<file path="src/tmwm_pkg.sv">
// package of constants and types for the 8-bit waveform-mode timer
package tmwm_pkg;
  // waveform mode encodings
  localparam logic [2:0] WM_NORMAL = 3'h0;
  localparam logic [2:0] WM_PC_FF = 3'h1;
  localparam logic [2:0] WM_CLEAR_MATCH = 3'h2;
  localparam logic [2:0] WM_FAST_FF = 3'h3;
  localparam logic [2:0] WM_PC_CMPA = 3'h5;
  localparam logic [2:0] WM_FAST_CMPA = 3'h7;
  // compare output mode encodings
  localparam logic [1:0] COM_OFF = 2'h0;
  localparam logic [1:0] COM_TOGGLE = 2'h1;
  localparam logic [1:0] COM_CLEAR = 2'h2;
  localparam logic [1:0] COM_SET = 2'h3;
  // count extremes
  localparam logic [7:0] CNT_BOTTOM = 8'h00;
  localparam logic [7:0] CNT_MAX = 8'hFF;
  // APB register byte offsets
  localparam logic [7:0] OFS_CTRL = 8'h00;
  localparam logic [7:0] OFS_COUNT = 8'h04;
  localparam logic [7:0] OFS_CMPA = 8'h08;
  localparam logic [7:0] OFS_CMPB = 8'h0C;
  localparam logic [7:0] OFS_FLAGS = 8'h10;
  localparam logic [7:0] OFS_FORCE = 8'h14;
  // control field positions
  localparam int CTRL_WM_LSB = 0;
  localparam int CTRL_COMA_LSB = 4;
  localparam int CTRL_COMB_LSB = 6;
  localparam int CTRL_DIRA_BIT = 8;
  localparam int CTRL_DIRB_BIT = 9;
  // flag positions
  localparam int FLG_OVF_BIT = 0;
  localparam int FLG_CMPA_BIT = 1;
  localparam int FLG_CMPB_BIT = 2;
  // reset values
  localparam logic [9:0] CTRL_RESET = 10'h000;
  localparam logic [7:0] COUNT_RESET = 8'h00;
  localparam logic [7:0] CMP_RESET = 8'h00;
  // slope direction of the counter
  typedef enum logic {TMWM_UP = 1'b0, TMWM_DOWN = 1'b1} tmwm_dir_type;
endpackage : tmwm_pkg

</file>
<file path="src/tmwm_channel.sv">
// one compare channel: buffer, match detect, output waveform state
`timescale 1ns/1ns
module tmwm_channel
  import tmwm_pkg::*;
(
  // clock and reset
  input wire logic mclk,
  input wire logic srst,
  // timer state from the counter
  input wire logic tick,
  input wire logic [2:0] waveMode,
  input wire logic [1:0] compareOutputMode,
  input wire logic [7:0] counterValue,
  input wire logic [7:0] topValue,
  input wire logic countDown,
  input wire logic atTop,
  input wire logic wrapToBottom,
  input wire logic matchBlock,
  input wire logic isTopChannel,
  // software access
  input wire logic cmpWrite,
  input wire logic [7:0] cmpWdata,
  input wire logic forceStrobe,
  // results
  output logic [7:0] compareValue,
  output logic [7:0] compareBuf,
  output logic matchSeen,
  output logic compareOutput
);
  ////////////////////////////////////////////////////////////////////////
  // mode decode
  function automatic logic isPwm(input logic [2:0] m);
    isPwm = (m == WM_FAST_FF) || (m == WM_FAST_CMPA) || (m == WM_PC_FF) || (m == WM_PC_CMPA);
  endfunction : isPwm
  function automatic logic isFast(input logic [2:0] m);
    isFast = (m == WM_FAST_FF) || (m == WM_FAST_CMPA);
  endfunction : isFast

  logic [7:0] compareValue_q; // active compare value
  logic [7:0] compareBuf_q; // software-written buffer
  logic outState_q; // internal output state, kept across mode changes
  logic match; // comparator hit this timer tick
  logic pwm;
  logic updatePoint; // where the buffer reaches the active register
  logic toggleOk; // toggle in pwm modes only for channel A in the top-defining modes

  assign pwm = isPwm(waveMode);
  // fast pwm updates at bottom wrap, phase correct at top
  assign updatePoint = isFast(waveMode) ? wrapToBottom : atTop;
  assign match = tick && !matchBlock && (counterValue == compareValue_q);
  assign toggleOk = !pwm || (isTopChannel && waveMode[2]);

  ////////////////////////////////////////////////////////////////////////
  // compare buffering: direct in non-pwm modes, deferred in pwm
  always_ff @(posedge mclk) begin
    if (srst) begin
      compareBuf_q <= CMP_RESET;
      compareValue_q <= CMP_RESET;
    end else begin
      if (cmpWrite) begin
        compareBuf_q <= cmpWdata;
      end
      if (cmpWrite && !pwm) begin
        compareValue_q <= cmpWdata;
      end else if (pwm && tick && updatePoint) begin
        compareValue_q <= compareBuf_q;
      end
    end
  end

  ////////////////////////////////////////////////////////////////////////
  // output waveform state
  always_ff @(posedge mclk) begin
    if (srst) begin
      outState_q <= 1'b0;
    end else if (!pwm) begin
      // off means no action; new mode used at the next match
      if ((match || forceStrobe) && compareOutputMode != COM_OFF) begin
        case (compareOutputMode)
          COM_TOGGLE: outState_q <= !outState_q;
          COM_CLEAR: outState_q <= 1'b0;
          COM_SET: outState_q <= 1'b1;
          default: outState_q <= outState_q;
        endcase
      end
    end else if (compareOutputMode == COM_TOGGLE) begin
      if (match && toggleOk) begin
        outState_q <= !outState_q;
      end
    end else if (compareOutputMode[1]) begin
      if (isFast(waveMode)) begin
        // match at top is ignored; the wrap action decides the level
        if (tick && wrapToBottom) begin
          outState_q <= (compareOutputMode == COM_CLEAR);
        end else if (match && compareValue_q != topValue) begin
          outState_q <= (compareOutputMode == COM_SET);
        end
      end else if (match) begin
        // clear on the way up for non-inverting, set on the way down
        outState_q <= (compareOutputMode == COM_SET) ^ countDown;
      end
    end
  end

  assign compareValue = compareValue_q;
  assign compareBuf = compareBuf_q;
  assign matchSeen = match;
  assign compareOutput = outState_q;
endmodule : tmwm_channel

</file>
<file path="src/tmwm_timer.sv">
// top of the 8-bit waveform-mode timer with apb registers
// How it works
// - output mode zero takes no action
// - new output mode acts at next match
// - count sequence ignores output mode bits
// - mode zero counts up and wraps
// - normal mode overflow flag at zero
// - counter writable at any time
// - clear-on-match mode clears at compare A
// - low compare A write wraps through max
// - clear-on-match toggle output on each match
// - clear-on-match overflow flag at max wrap
// - fast pwm top is max or A
// - fast pwm clears after reaching top
// - fast pwm clear/set at match and wrap
// - fast pwm overflow flag at top
// - fast pwm period is 256 ticks with top at max
// - fast pwm extreme compare values handled
// - fast pwm toggle keeps compare buffering
// - phase correct top is max or A
// - phase correct sets/clears by slope direction
// - output state settable before pin enabled
// - phase correct holds top one tick
// - phase correct overflow flag at bottom
// - counter write blocks next tick match
// - match sets compare flag next tick
//
// Design decisions made here: the register addresses and the APB register port.
`timescale 1ns/1ns
module tmwm_timer
  import tmwm_pkg::*;
(
  // clock and reset
  input wire logic mclk,
  input wire logic srst,
  // timer clock enable from the prescaler (same clock domain)
  input wire logic timerTick,
  // apb slave
  input wire logic psel,
  input wire logic penable,
  input wire logic pwrite,
  input wire logic [7:0] paddr,
  input wire logic [31:0] pwdata,
  output logic [31:0] prdata,
  output logic pready,
  output logic pslverr,
  // compare outputs with pin enables
  output logic compareAOutput,
  output logic compareAOe,
  output logic compareBOutput,
  output logic compareBOe,
  // flags
  output logic overflowFlag,
  output logic compareAFlag,
  output logic compareBFlag
);
  ////////////////////////////////////////////////////////////////////////
  // bus decode
  logic apbAccess; // access phase, answered at once
  logic wrEn;
  logic hitCtrl, hitCount, hitCmpA, hitCmpB, hitFlags, hitForce, hitAny;
  assign apbAccess = psel && penable;
  assign wrEn = apbAccess && pwrite;
  assign hitCtrl = (paddr == OFS_CTRL);
  assign hitCount = (paddr == OFS_COUNT);
  assign hitCmpA = (paddr == OFS_CMPA);
  assign hitCmpB = (paddr == OFS_CMPB);
  assign hitFlags = (paddr == OFS_FLAGS);
  assign hitForce = (paddr == OFS_FORCE);
  assign hitAny = hitCtrl | hitCount | hitCmpA | hitCmpB | hitFlags | hitForce;

  ////////////////////////////////////////////////////////////////////////
  // control register: modes and pin directions
  logic [9:0] ctrl_q;
  logic [2:0] waveMode;
  logic [1:0] comA;
  logic [1:0] comB;
  always_ff @(posedge mclk) begin
    if (srst) begin
      ctrl_q <= CTRL_RESET;
    end else if (wrEn && hitCtrl) begin
      ctrl_q <= pwdata[9:0]; // output mode change acts at the next match
    end
  end
  assign waveMode = ctrl_q[CTRL_WM_LSB +: 3];
  assign comA = ctrl_q[CTRL_COMA_LSB +: 2];
  assign comB = ctrl_q[CTRL_COMB_LSB +: 2];

  ////////////////////////////////////////////////////////////////////////
  // counter unit; the sequence reads only the waveform mode
  function automatic logic isFastMode(input logic [2:0] m);
    isFastMode = (m == WM_FAST_FF) || (m == WM_FAST_CMPA);
  endfunction : isFastMode
  function automatic logic isPcMode(input logic [2:0] m);
    isPcMode = (m == WM_PC_FF) || (m == WM_PC_CMPA);
  endfunction : isPcMode

  logic [7:0] counterValue_q;
  logic [7:0] counterValue_d;
  tmwm_dir_type dir_q;
  tmwm_dir_type dir_d;
  logic [7:0] topValue; // highest value of the pwm sequences
  logic [7:0] cmpAValue;
  logic [7:0] cmpBValue;
  logic [7:0] cmpABuf;
  logic [7:0] cmpBBuf;
  logic atTop;
  logic atBottom;
  logic wrapToBottom; // fast pwm passing top to bottom
  logic countWrite;
  logic blockNext_q; // match blocking after a counter write
  logic ovfEvent;

  assign countWrite = wrEn && hitCount;
  // mode 3 and 1 use max, 7 and 5 use compare A
  assign topValue = waveMode[2] ? cmpAValue : CNT_MAX;
  assign atTop = (counterValue_q == topValue);
  assign atBottom = (counterValue_q == CNT_BOTTOM);
  assign wrapToBottom = isFastMode(waveMode) && atTop;

  // next count value and direction
  always_comb begin
    counterValue_d = counterValue_q;
    dir_d = dir_q;
    case (waveMode)
      WM_CLEAR_MATCH: begin
        // clear on match with A; a low A means wrapping through max first
        if (counterValue_q == cmpAValue) begin
          counterValue_d = CNT_BOTTOM;
        end else begin
          counterValue_d = counterValue_q + 8'h01;
        end
      end
      WM_FAST_FF, WM_FAST_CMPA: begin
        // count up to top then bottom on the next tick
        if (atTop) begin
          counterValue_d = CNT_BOTTOM;
        end else begin
          counterValue_d = counterValue_q + 8'h01;
        end
      end
      WM_PC_FF, WM_PC_CMPA: begin
        // top and bottom each last one tick, then direction turns
        if (dir_q == TMWM_UP && atTop) begin
          dir_d = TMWM_DOWN;
          counterValue_d = counterValue_q - 8'h01;
        end else if (dir_q == TMWM_DOWN && atBottom) begin
          dir_d = TMWM_UP;
          counterValue_d = counterValue_q + 8'h01;
        end else if (dir_q == TMWM_UP) begin
          counterValue_d = counterValue_q + 8'h01;
        end else begin
          counterValue_d = counterValue_q - 8'h01;
        end
      end
      default: begin
        // normal mode and reserved: plain up count with wrap
        counterValue_d = counterValue_q + 8'h01;
      end
    endcase
    if (!isPcMode(waveMode)) begin
      dir_d = TMWM_UP;
    end
  end

  // counter register; a software write has priority at any time
  always_ff @(posedge mclk) begin
    if (srst) begin
      counterValue_q <= COUNT_RESET;
      dir_q <= TMWM_UP;
    end else if (countWrite) begin
      counterValue_q <= pwdata[7:0];
    end else if (timerTick) begin
      counterValue_q <= counterValue_d;
      dir_q <= dir_d;
    end
  end

  // a counter write blocks matches until the next timer tick has passed
  always_ff @(posedge mclk) begin
    if (srst) begin
      blockNext_q <= 1'b0;
    end else if (countWrite) begin
      blockNext_q <= 1'b1;
    end else if (timerTick) begin
      blockNext_q <= 1'b0;
    end
  end

  ////////////////////////////////////////////////////////////////////////
  // overflow event per mode, taken on the tick where the state arises
  always_comb begin
    case (waveMode)
      WM_FAST_FF, WM_FAST_CMPA: ovfEvent = atTop;
      WM_PC_FF, WM_PC_CMPA: ovfEvent = atBottom && dir_q == TMWM_DOWN;
      default: ovfEvent = (counterValue_q == CNT_MAX) && counterValue_d == CNT_BOTTOM;
    endcase
  end

  ////////////////////////////////////////////////////////////////////////
  // compare channels
  logic matchA, matchB; // comparator hits this tick
  logic outA, outB; // internal waveform states
  logic forceA, forceB; // force strobes per channel
  logic pwmActive;
  assign pwmActive = isFastMode(waveMode) || isPcMode(waveMode);
  // force applies only in non-pwm modes
  assign forceA = wrEn && hitForce && pwdata[0] && !pwmActive;
  assign forceB = wrEn && hitForce && pwdata[1] && !pwmActive;

  tmwm_channel chanA (
    .mclk(mclk),
    .srst(srst),
    .tick(timerTick),
    .waveMode(waveMode),
    .compareOutputMode(comA),
    .counterValue(counterValue_q),
    .topValue(topValue),
    .countDown(dir_q == TMWM_DOWN),
    .atTop(atTop),
    .wrapToBottom(wrapToBottom),
    .matchBlock(blockNext_q),
    .isTopChannel(1'b1),
    .cmpWrite(wrEn && hitCmpA),
    .cmpWdata(pwdata[7:0]),
    .forceStrobe(forceA),
    .compareValue(cmpAValue),
    .compareBuf(cmpABuf),
    .matchSeen(matchA),
    .compareOutput(outA)
  );
  tmwm_channel chanB (
    .mclk(mclk),
    .srst(srst),
    .tick(timerTick),
    .waveMode(waveMode),
    .compareOutputMode(comB),
    .counterValue(counterValue_q),
    .topValue(topValue),
    .countDown(dir_q == TMWM_DOWN),
    .atTop(atTop),
    .wrapToBottom(wrapToBottom),
    .matchBlock(blockNext_q),
    .isTopChannel(1'b0),
    .cmpWrite(wrEn && hitCmpB),
    .cmpWdata(pwdata[7:0]),
    .forceStrobe(forceB),
    .compareValue(cmpBValue),
    .compareBuf(cmpBBuf),
    .matchSeen(matchB),
    .compareOutput(outB)
  );

  ////////////////////////////////////////////////////////////////////////
  // sticky flags: set wins over a write-one clear in the same cycle
  logic ovf_q;
  logic flagA_q;
  logic flagB_q;
  logic pendA_q; // match seen, flag raised at the following tick
  logic pendB_q;
  logic clrOvf, clrA, clrB;
  assign clrOvf = wrEn && hitFlags && pwdata[FLG_OVF_BIT];
  assign clrA = wrEn && hitFlags && pwdata[FLG_CMPA_BIT];
  assign clrB = wrEn && hitFlags && pwdata[FLG_CMPB_BIT];

  always_ff @(posedge mclk) begin
    if (srst) begin
      ovf_q <= 1'b0;
    end else if (timerTick && ovfEvent) begin
      ovf_q <= 1'b1;
    end else if (clrOvf) begin
      ovf_q <= 1'b0;
    end
  end

  // compare flags lag the match by one timer tick
  always_ff @(posedge mclk) begin
    if (srst) begin
      pendA_q <= 1'b0;
      pendB_q <= 1'b0;
      flagA_q <= 1'b0;
      flagB_q <= 1'b0;
    end else begin
      if (matchA) begin
        pendA_q <= 1'b1;
      end else if (timerTick) begin
        pendA_q <= 1'b0;
      end
      if (matchB) begin
        pendB_q <= 1'b1;
      end else if (timerTick) begin
        pendB_q <= 1'b0;
      end
      if (timerTick && pendA_q) begin
        flagA_q <= 1'b1;
      end else if (clrA) begin
        flagA_q <= 1'b0;
      end
      if (timerTick && pendB_q) begin
        flagB_q <= 1'b1;
      end else if (clrB) begin
        flagB_q <= 1'b0;
      end
    end
  end

  ////////////////////////////////////////////////////////////////////////
  // pin drivers: state is kept even while the pin is disabled
  always_ff @(posedge mclk) begin
    if (srst) begin
      compareAOutput <= 1'b0;
      compareAOe <= 1'b0;
      compareBOutput <= 1'b0;
      compareBOe <= 1'b0;
    end else begin
      compareAOutput <= outA;
      compareBOutput <= outB;
      // drive only with output mode connected and direction set
      compareAOe <= ctrl_q[CTRL_DIRA_BIT] && comA != COM_OFF;
      compareBOe <= ctrl_q[CTRL_DIRB_BIT] && comB != COM_OFF;
    end
  end
  assign overflowFlag = ovf_q;
  assign compareAFlag = flagA_q;
  assign compareBFlag = flagB_q;
  ////////////////////////////////////////////////////////////////////////
  // apb answer: zero wait states, error on unmapped address
  always_ff @(posedge mclk) begin
    if (srst) begin
      prdata <= 32'h0000_0000;
      pready <= 1'b0;
      pslverr <= 1'b0;
    end else begin
      pready <= psel && !penable;
      pslverr <= psel && !penable && !hitAny;
      if (psel && !penable && !pwrite) begin
        prdata <= 32'h0000_0000;
        if (hitCtrl) prdata[9:0] <= ctrl_q;
        if (hitCount) prdata[7:0] <= counterValue_q;
        if (hitCmpA) prdata[7:0] <= cmpABuf;
        if (hitCmpB) prdata[7:0] <= cmpBBuf;
        if (hitFlags) prdata[2:0] <= {flagB_q, flagA_q, ovf_q};
      end
    end
  end

  ////////////////////////////////////////////////////////////////////////
  // checks
  chk_normal_wrap: assert property (@(posedge mclk) disable iff (srst)
    waveMode == WM_NORMAL && timerTick && !countWrite && counterValue_q == CNT_MAX
    |=> counterValue_q == CNT_BOTTOM) else $error("normal mode did not wrap to zero");
  chk_ctc_clear: assert property (@(posedge mclk) disable iff (srst)
    waveMode == WM_CLEAR_MATCH && timerTick && !countWrite && counterValue_q == cmpAValue
    |=> counterValue_q == CNT_BOTTOM) else $error("clear-on-match did not clear");
  chk_fast_top: assert property (@(posedge mclk) disable iff (srst)
    isFastMode(waveMode) && timerTick && !countWrite && atTop
    |=> counterValue_q == CNT_BOTTOM) else $error("fast pwm did not return to bottom");
  chk_pc_turn: assert property (@(posedge mclk) disable iff (srst)
    isPcMode(waveMode) && timerTick && !countWrite && atTop && dir_q == TMWM_UP
    && counterValue_q != CNT_BOTTOM |=> dir_q == TMWM_DOWN)
    else $error("phase correct did not reverse at top");
  chk_ovf_sets: assert property (@(posedge mclk) disable iff (srst)
    timerTick && ovfEvent |=> ovf_q) else $error("overflow flag not set");
  chk_write_block: assert property (@(posedge mclk) disable iff (srst)
    countWrite |=> !matchA && !matchB) else $error("match not blocked after counter write");
  chk_flag_lag: assert property (@(posedge mclk) disable iff (srst)
    matchA ##1 !timerTick ##1 timerTick |=> flagA_q) else $error("compare flag not set");
  chk_apb_ready: assert property (@(posedge mclk) disable iff (srst)
    psel && !penable |=> pready) else $error("apb access not answered");
endmodule : tmwm_timer

</file>
<file path="config.mk">
export PLATFORM = sky130hd
export DESIGN_NAME = tmwm_timer
export DESIGN_NICKNAME = d
export VERILOG_FILES = /design/src/tmwm_pkg.sv /design/src/tmwm_channel.sv /design/src/tmwm_timer.sv
export SDC_FILE = /design/constraint.sdc
export NUM_CORES = 1
export LEC_CHECK = 0
export BUFFER_PORTS_ARGS = -buffer_cell sky130_fd_sc_hd__buf_4
export CAP_MARGIN = 20
export CORE_UTILIZATION = 52
export CTS_BUF_LIST = sky130_fd_sc_hd__clkbuf_4 sky130_fd_sc_hd__clkbuf_8
export DETAILED_ROUTE_END_ITERATION = 12
export GPL_TIMING_DRIVEN = 0
export PLACE_DENSITY = 0.82
export SYNTH_ARGS = -nofsm -noshare
export SYNTH_HDL_FRONTEND = slang
export SYNTH_SLANG_ARGS = --single-unit
</file>
<file path="constraint.sdc">
create_clock -name mclk -period 2.2 [get_ports mclk]
set_input_delay 0.44 -clock mclk [delete_from_list [all_inputs] [get_ports mclk]]
set_output_delay 0.44 -clock mclk [all_outputs]
set_load 0.01 [all_outputs]
</file>
---- Word-level counts from Yosys, hierarchy flattened ----
Index checks and enable logic that the tools add are counted.
word-level totals
  bits in registers ....................... 75
  bits in latches ......................... 0
  RAM bits ................................ 0
  ROM bits ................................ 0
  bits of input ports ..................... 46
  output and inout bits ................... 41
  word-level logic and storage cells ...... 198
  memories kept ........................... 0
cells by class
  $add $sub $neg .......................... 2
  multiply operators ...................... 0
  divide/modulo/power cells ............... 0
  order comparisons ....................... 0
  equal/unequal tests ..................... 32
  shift operators ......................... 0
  multiplexer cells ....................... 54
  bitwise gates (word level) .............. 9
  reductions and logical operators ........ 79
operators with widths
  cell                 number
  $mux 8               15
  $logic_and 1x1->1    41
  $mux 1               33
  $eq 8x8->1           3
  $logic_not 8->1      3
  $pmux 8 s3           1
  $reduce_bool 2->1    12
  $eq 8x4->1 const B   2
  $eq 8x5->1 const B   2
  $ne 8x8->1           2
  $ne 3x3->1 const B   4
  $reduce_and 6->1     2
  $mux 10              1
  $add 8x1->8 const B  1
  $eq 2x2->1 const B   4
  $eq 8x3->1 const B   1
  $eq 8x8->1 const B   1
  $logic_not 1->1      8
  $logic_or 1x1->1     8
  $reduce_bool 4->1    2
  $sub 8x1->8 const B  1
  $eq 3x2->1 const B   2
  $eq 3x3->1 const B   2
  $pmux 1 s3           2
  15 further kinds     23

---- Longest topological paths before layout ----
  word-level depth ........................ 10
  mapped depth ............................ 12
  mapped depth without buffers ............ 10

---- By module ----
Synthesis repeated with hierarchy kept, for this count alone.
unflattened totals
  cell total of the unflattened synthesis .. 582
  area, all modules ....................... 5024.8 sq um
modules (own cells, without submodules)
  module        times used  cells an instance  area an instance (sq um)  seq. area each (sq um)
  tmwm_timer    1           364                2870.3                    820.8
  tmwm_channel  2           109                1077.3                    340.3

---- Worst setup path after synthesis ----
Ideal clock, no wire load.
  path kind ............................... register -> register
  start ................................... register counterValue_q[7]
  end ..................................... register counterValue_q[1]
  library setup time ...................... 0.067 ns
  data arrival time ....................... 2.214 ns
  required time ........................... 2.133 ns
  path slack .............................. -0.081 ns
  stages on the path, launching flop included .. 11
  buffers on the path ..................... 2
  period minus slack after synthesis ...... 2.281 ns
  cell sequence ........................... dfxtp_1 -> buf_4 -> nor2_1 -> and4_1 -> o32ai_2 -> nor4_1 -> or3_1 -> buf_6 -> mux2_4 -> a21o_1 -> a21oi_2
on the way
  longest elaborated chain between the ends .. 7
  elaborated cells on any way between the ends .. 12
  classes of those cells .................. eq/ne: 2; mux: 7; reduce/logical: 3
RTL lines
  element                   RTL line           text
  start: declaration        tmwm_timer.sv:98   logic [7:0] counterValue_q;
  start signal: assignment  tmwm_timer.sv:172  counterValue_q <= pwdata[7:0];
  start signal: assignment  tmwm_timer.sv:174  counterValue_q <= counterValue_d;
  $logic_not 8->1           tmwm_timer.sv:118  assign atBottom = (counterValue_q == CNT_BOTTOM);
  $logic_and 1x1->1         tmwm_timer.sv:147  end else if (dir_q == TMWM_DOWN && atBottom) begin
  $mux 8                    tmwm_timer.sv:147
  $mux 8                    tmwm_timer.sv:144  if (dir_q == TMWM_UP && atTop) begin
  $pmux 8 s3 (*)            tmwm_timer.sv:125  case (waveMode)
  $mux 8 (*)                tmwm_timer.sv:173  end else if (timerTick) begin
  $mux 8 (*)                tmwm_timer.sv:171  end else if (countWrite) begin
Every way passes the cells marked *; elsewhere a longest branch is shown, timed or not. The select of a mux whose other input is x is not followed.
A chain may end at the register's enable or synchronous reset.

---- Worst setup path after layout ----
  start ................................... register counterValue_q[1]
  end ..................................... register counterValue_q[6]
on the way
  longest elaborated chain between the ends .. 7
  elaborated cells on any way between the ends .. 15
  classes of those cells .................. add/sub: 2; eq/ne: 2; mux: 8; reduce/logical: 3
RTL lines
  element                                             RTL line
  $add 8x1->8, or another cell as far along           --
  $mux 8 / $logic_and 1x1->1 (equally long branches)  tmwm_timer.sv:150, tmwm_timer.sv:147
  $mux 8                                              tmwm_timer.sv:147
  $mux 8                                              tmwm_timer.sv:144
  $pmux 8 s3 (*)                                      tmwm_timer.sv:125
  $mux 8 (*)                                          tmwm_timer.sv:173
  $mux 8 (*)                                          tmwm_timer.sv:171
Marked as above.

==> impl_metrics.ini <==
[global_route]
gr-usage-all-layers = 0.354
antenna_found_initial = 0
grt_use_met3 = 0.0956
grtUsageMet2 = 0.557
grt_pass1_vias = 4672
grt_pass1_wl_um = 24100
overflow = 0
busiest_layer = met2
use_met1 = 0.436
grt_max_degree = 18

[synthesis]
async_flop_share = 0
yosys-top-cells-count = nor2_1 (84), dfxtp_1 (75), nand2_1 (66)
synth.distinct_cells = 59
synth_seq_cells = 75
synth_area_leader_cell = dfxtp_1
synth.most_common_cell = nor2_1
yosysSeqAreaShare = 0.328
syn_area_per_cell_sq_um = 7.72
syn-instance-count = 593
yosys_warnings = 0
synth_edf_count = 0
synth_area_sq_um = 4580
post-synth-top-area-fraction = 0.328
synth-main-ff-cell = dfxtp_1
synth.area.top_cells = dfxtp_1 (33%), nor2_1 (6.9%), mux2i_1 (6.3%)

[critical_path]
crit_slowest_cell = or3_4
crit_top_cell = nor4b_4
crit_buf_inv = 3
rrSetupSlack_ns = -0.41
critical_path_class = flip-flop to flip-flop
slowest_delay_ns = 0.39
r2r_start = counterValue_q[1]$_SDFFE_PP0P_
reg2reg_to = counterValue_q[6]$_SDFFE_PP0P_
end_kind = flip-flop
cp.arrival_ns = 2.86
cp-start-kind = flip-flop
crit_family = simple AND/OR/NAND/NOR gates
cp.required_ns = 2.45
worstRegToRegCells = 12
crit_fanout = 5
worstPathCellList = buf_8 > inv_8 > ha_4 > nor4b_4 > nand3_2 > nand2_2 > o21ai_2 > or3_4 > buf_6 > nor4b_4 > a2111oi_2 > nor3_1

[route]
drt_wl_total_um = 17000
viasPerCell = 6.41
drt_iter0_markers = 672
drcViolationCount = 0
vias = 5231
antenna_left = 0
firstDrtPassIters = 7
wire_per_inst_um = 20.8

[place]
placed_cells = 758
dp_hpwl_um = 10900
globalplace.congestion = 0.970
io_buffers = 39
dpl_cell_area_sq_um = 5110

[clock_network]
clock_latency_ns = 0.37
cts_made_buffers = 9
cts_sinks = 75
ctsLongestPathBuffers = 2
cts_hold_buf = 0
path_clk_slew_ns = 0.10
cts_root_buf = clkbuf_8
cts_tree = yes
htreeDepth = 3

[timing]
timing.slew.headroom = 0.438
rsz0062_at_grt = true
hold_viol = 0
worst_pin_slew_ns = 0.843
slew_viol_final = 0
period_share = 1.18
fin_crit_ns = 2.61
timing.fmax_ghz = 0.384
setup_ws_ns = -0.405
clock_skew_ns = 0.0134
setup_viol = 27

[min_path]
worst_hold_path_type = input pin to flip-flop
worstHoldPathCells = 3
min-delay-start = pwdata[8]
hold_end = ctrl_q[8]$_SDFFE_PP0P_

[power_and_ir_drop]
p_leak_nw = 2.34
total_power_mw = 2.92
max-vdd-ir-drop_uv = 491
power_density_nw_per_um2 = 471

[final_layout]
fillers = 592
antenna_cells = 0
stdcell_count = 816
nets = 759
design_area_sq_um = 6210
seq_area_sq_um = 1540
drive_gt1_frac = 0.309
area_growth_syn_to_layout_pct = 35.6
multi_input_area_sq_um = 3180

[floorplanning]
initial_utilization = 0.546
die_w_um = 95.8
die_area_sq_um = 9180
io_pins = 87
row_count = 33
die_h_um = 95.8
core_area_sq_um = 8380

[status]
outcome = finished with violations
violations = negative setup slack

[job]
maxCapViolations = 0
power by group:
group	internal [mW]	leakage [nW]	total [mW]	switching, mW
clock network	0.450	0.0990	1.09	0.644
logic	0.177	1.63	0.438	0.261
registers	1.37	0.615	1.39	0.0199
total	2.00	2.34	2.92	0.925
timing repair:
action / CTS / global route
cloned: 1 / 1
resized for setup: 88 / 57
pin swaps: 23 / 29
setup buffers: 30 / 14
setup endpoints to repair: 37 / 36
hold endpoints to repair: 0 / 0
cell usage in the layout, fill, tap and decap left out, types with 4 or more instances in the layout:
cell,n
clkbuf_8,9
a221oi_1,6
conb_1,22
o21ai_2,4
buf_1,4
o21ai_0,7
nand2_1,64
clkbuf_1,20
nor3_2,4
xor2_1,18
nor2_4,4
a22oi_1,6
dfxtp_1,62
mux2i_1,28
nand3_1,24
a21oi_2,5
ha_1,6
nor2b_1,6
inv_8,4
a211oi_1,13
nor3_1,18
dfxtp_4,8
a221oi_2,4
inv_1,12
nor2_1,77
a21oi_1,38
nor3b_1,5
nor2_2,4
buf_6,15
a311oi_1,5
dfxtp_2,5
buf_4,97
nand2b_1,5
nor4_2,4
clkbuf_2,4
nor4b_4,4
xnor2_1,4
registers in the layout, summed over array words and instances (netlist names), 8 cells and up:
| name | flops |
|---|---|
| chanA.compareBuf | 8 |
| chanA.compareValue | 8 |
| chanB.compareBuf | 8 |
| chanB.compareValue | 8 |
| counterValue_q | 8 |
| ctrl_q | 10 |
| prdata | 10 |
cell type report:
class,count,share of cell area
Sequential cell,75,0.248
Tap cell,105,0.0212
Buffer,63,0.0665
Clock buffer,9,0.0200
Clock inverter,7,0.0121
Multi-Input combinational cell,459,0.512
Timing Repair Buffer,84,0.111
Inverter,14,0.00968
logic make-up (layout without fill, tap and decap cells):
logic type | count (synthesis) | after routing | synth area share
flip-flops | 75 | 75 | 0.328
adder cells (fa/ha/maj) | 7 | 7 | 0.0191
buffers and inverters | 80 | 177 | 0.0885
AND/OR/NAND/NOR | 247 | 247 | 0.258
AO/OA/AOI/OAI | 127 | 127 | 0.189
other | 1 | 22 | 0.000819
multiplexers | 31 | 31 | 0.0691
XOR/XNOR | 25 | 25 | 0.0478
layer usage:
layer | routed length (um) | part of all wire
met3 | 2220 | 0.13
met1 | 6090 | 0.36
met4 | 872 | 0.051
met5 | 0 | 0
met2 | 7800 | 0.46
how the worst max path moves through the flow:
stage                                       startpoint                               end  slack [ns]  depth (start not counted)
floorplan               counterValue_q[7]$_SDFFE_PP0P_    counterValue_q[1]$_SDFFE_PP0P_       -0.04                         10
global placement                             timerTick  chanB.compareOutput$_SDFFE_PP0P_       -0.66                         10
finish                  counterValue_q[1]$_SDFFE_PP0P_    counterValue_q[6]$_SDFFE_PP0P_       -0.41                         12
detailed placement                           timerTick  chanB.compareOutput$_SDFFE_PP0P_       -0.70                         10
CTS                 chanA.compareValue[7]$_SDFFE_PP0P_    counterValue_q[1]$_SDFFE_PP0P_       -0.22                         10
global route            counterValue_q[1]$_SDFFE_PP0P_    counterValue_q[6]$_SDFFE_PP0P_       -0.53                         12
worst reg2reg max path, cell delays in order, from the launching register on:
cell,delay (ns)
dfxtp_4,0.38
buf_8,0.14
inv_8,0.07
ha_4,0.13
nor4b_4,0.24
nand3_2,0.15
nand2_2,0.14
o21ai_2,0.06
or3_4,0.39
buf_6,0.15
nor4b_4,0.23
a2111oi_2,0.10
nor3_1,0.31
metrics by stage:
step	util	setup TNS, ns	hold slack [ns]	setup WS, ns
2_1_floorplan	-	-0.0704	0.436	-0.0432
3_3_place_gp	0.609	-13.14	0.444	-0.658
3_5_place_dp	0.609	-17.09	0.459	-0.703
4_1_cts	0.701	-2.46	0.310	-0.223
5_1_grt	0.741	-6.96	0.324	-0.530
6_report	0.741	-5.43	0.315	-0.405
No activity file was read; power rests on OpenSTA's default activity.
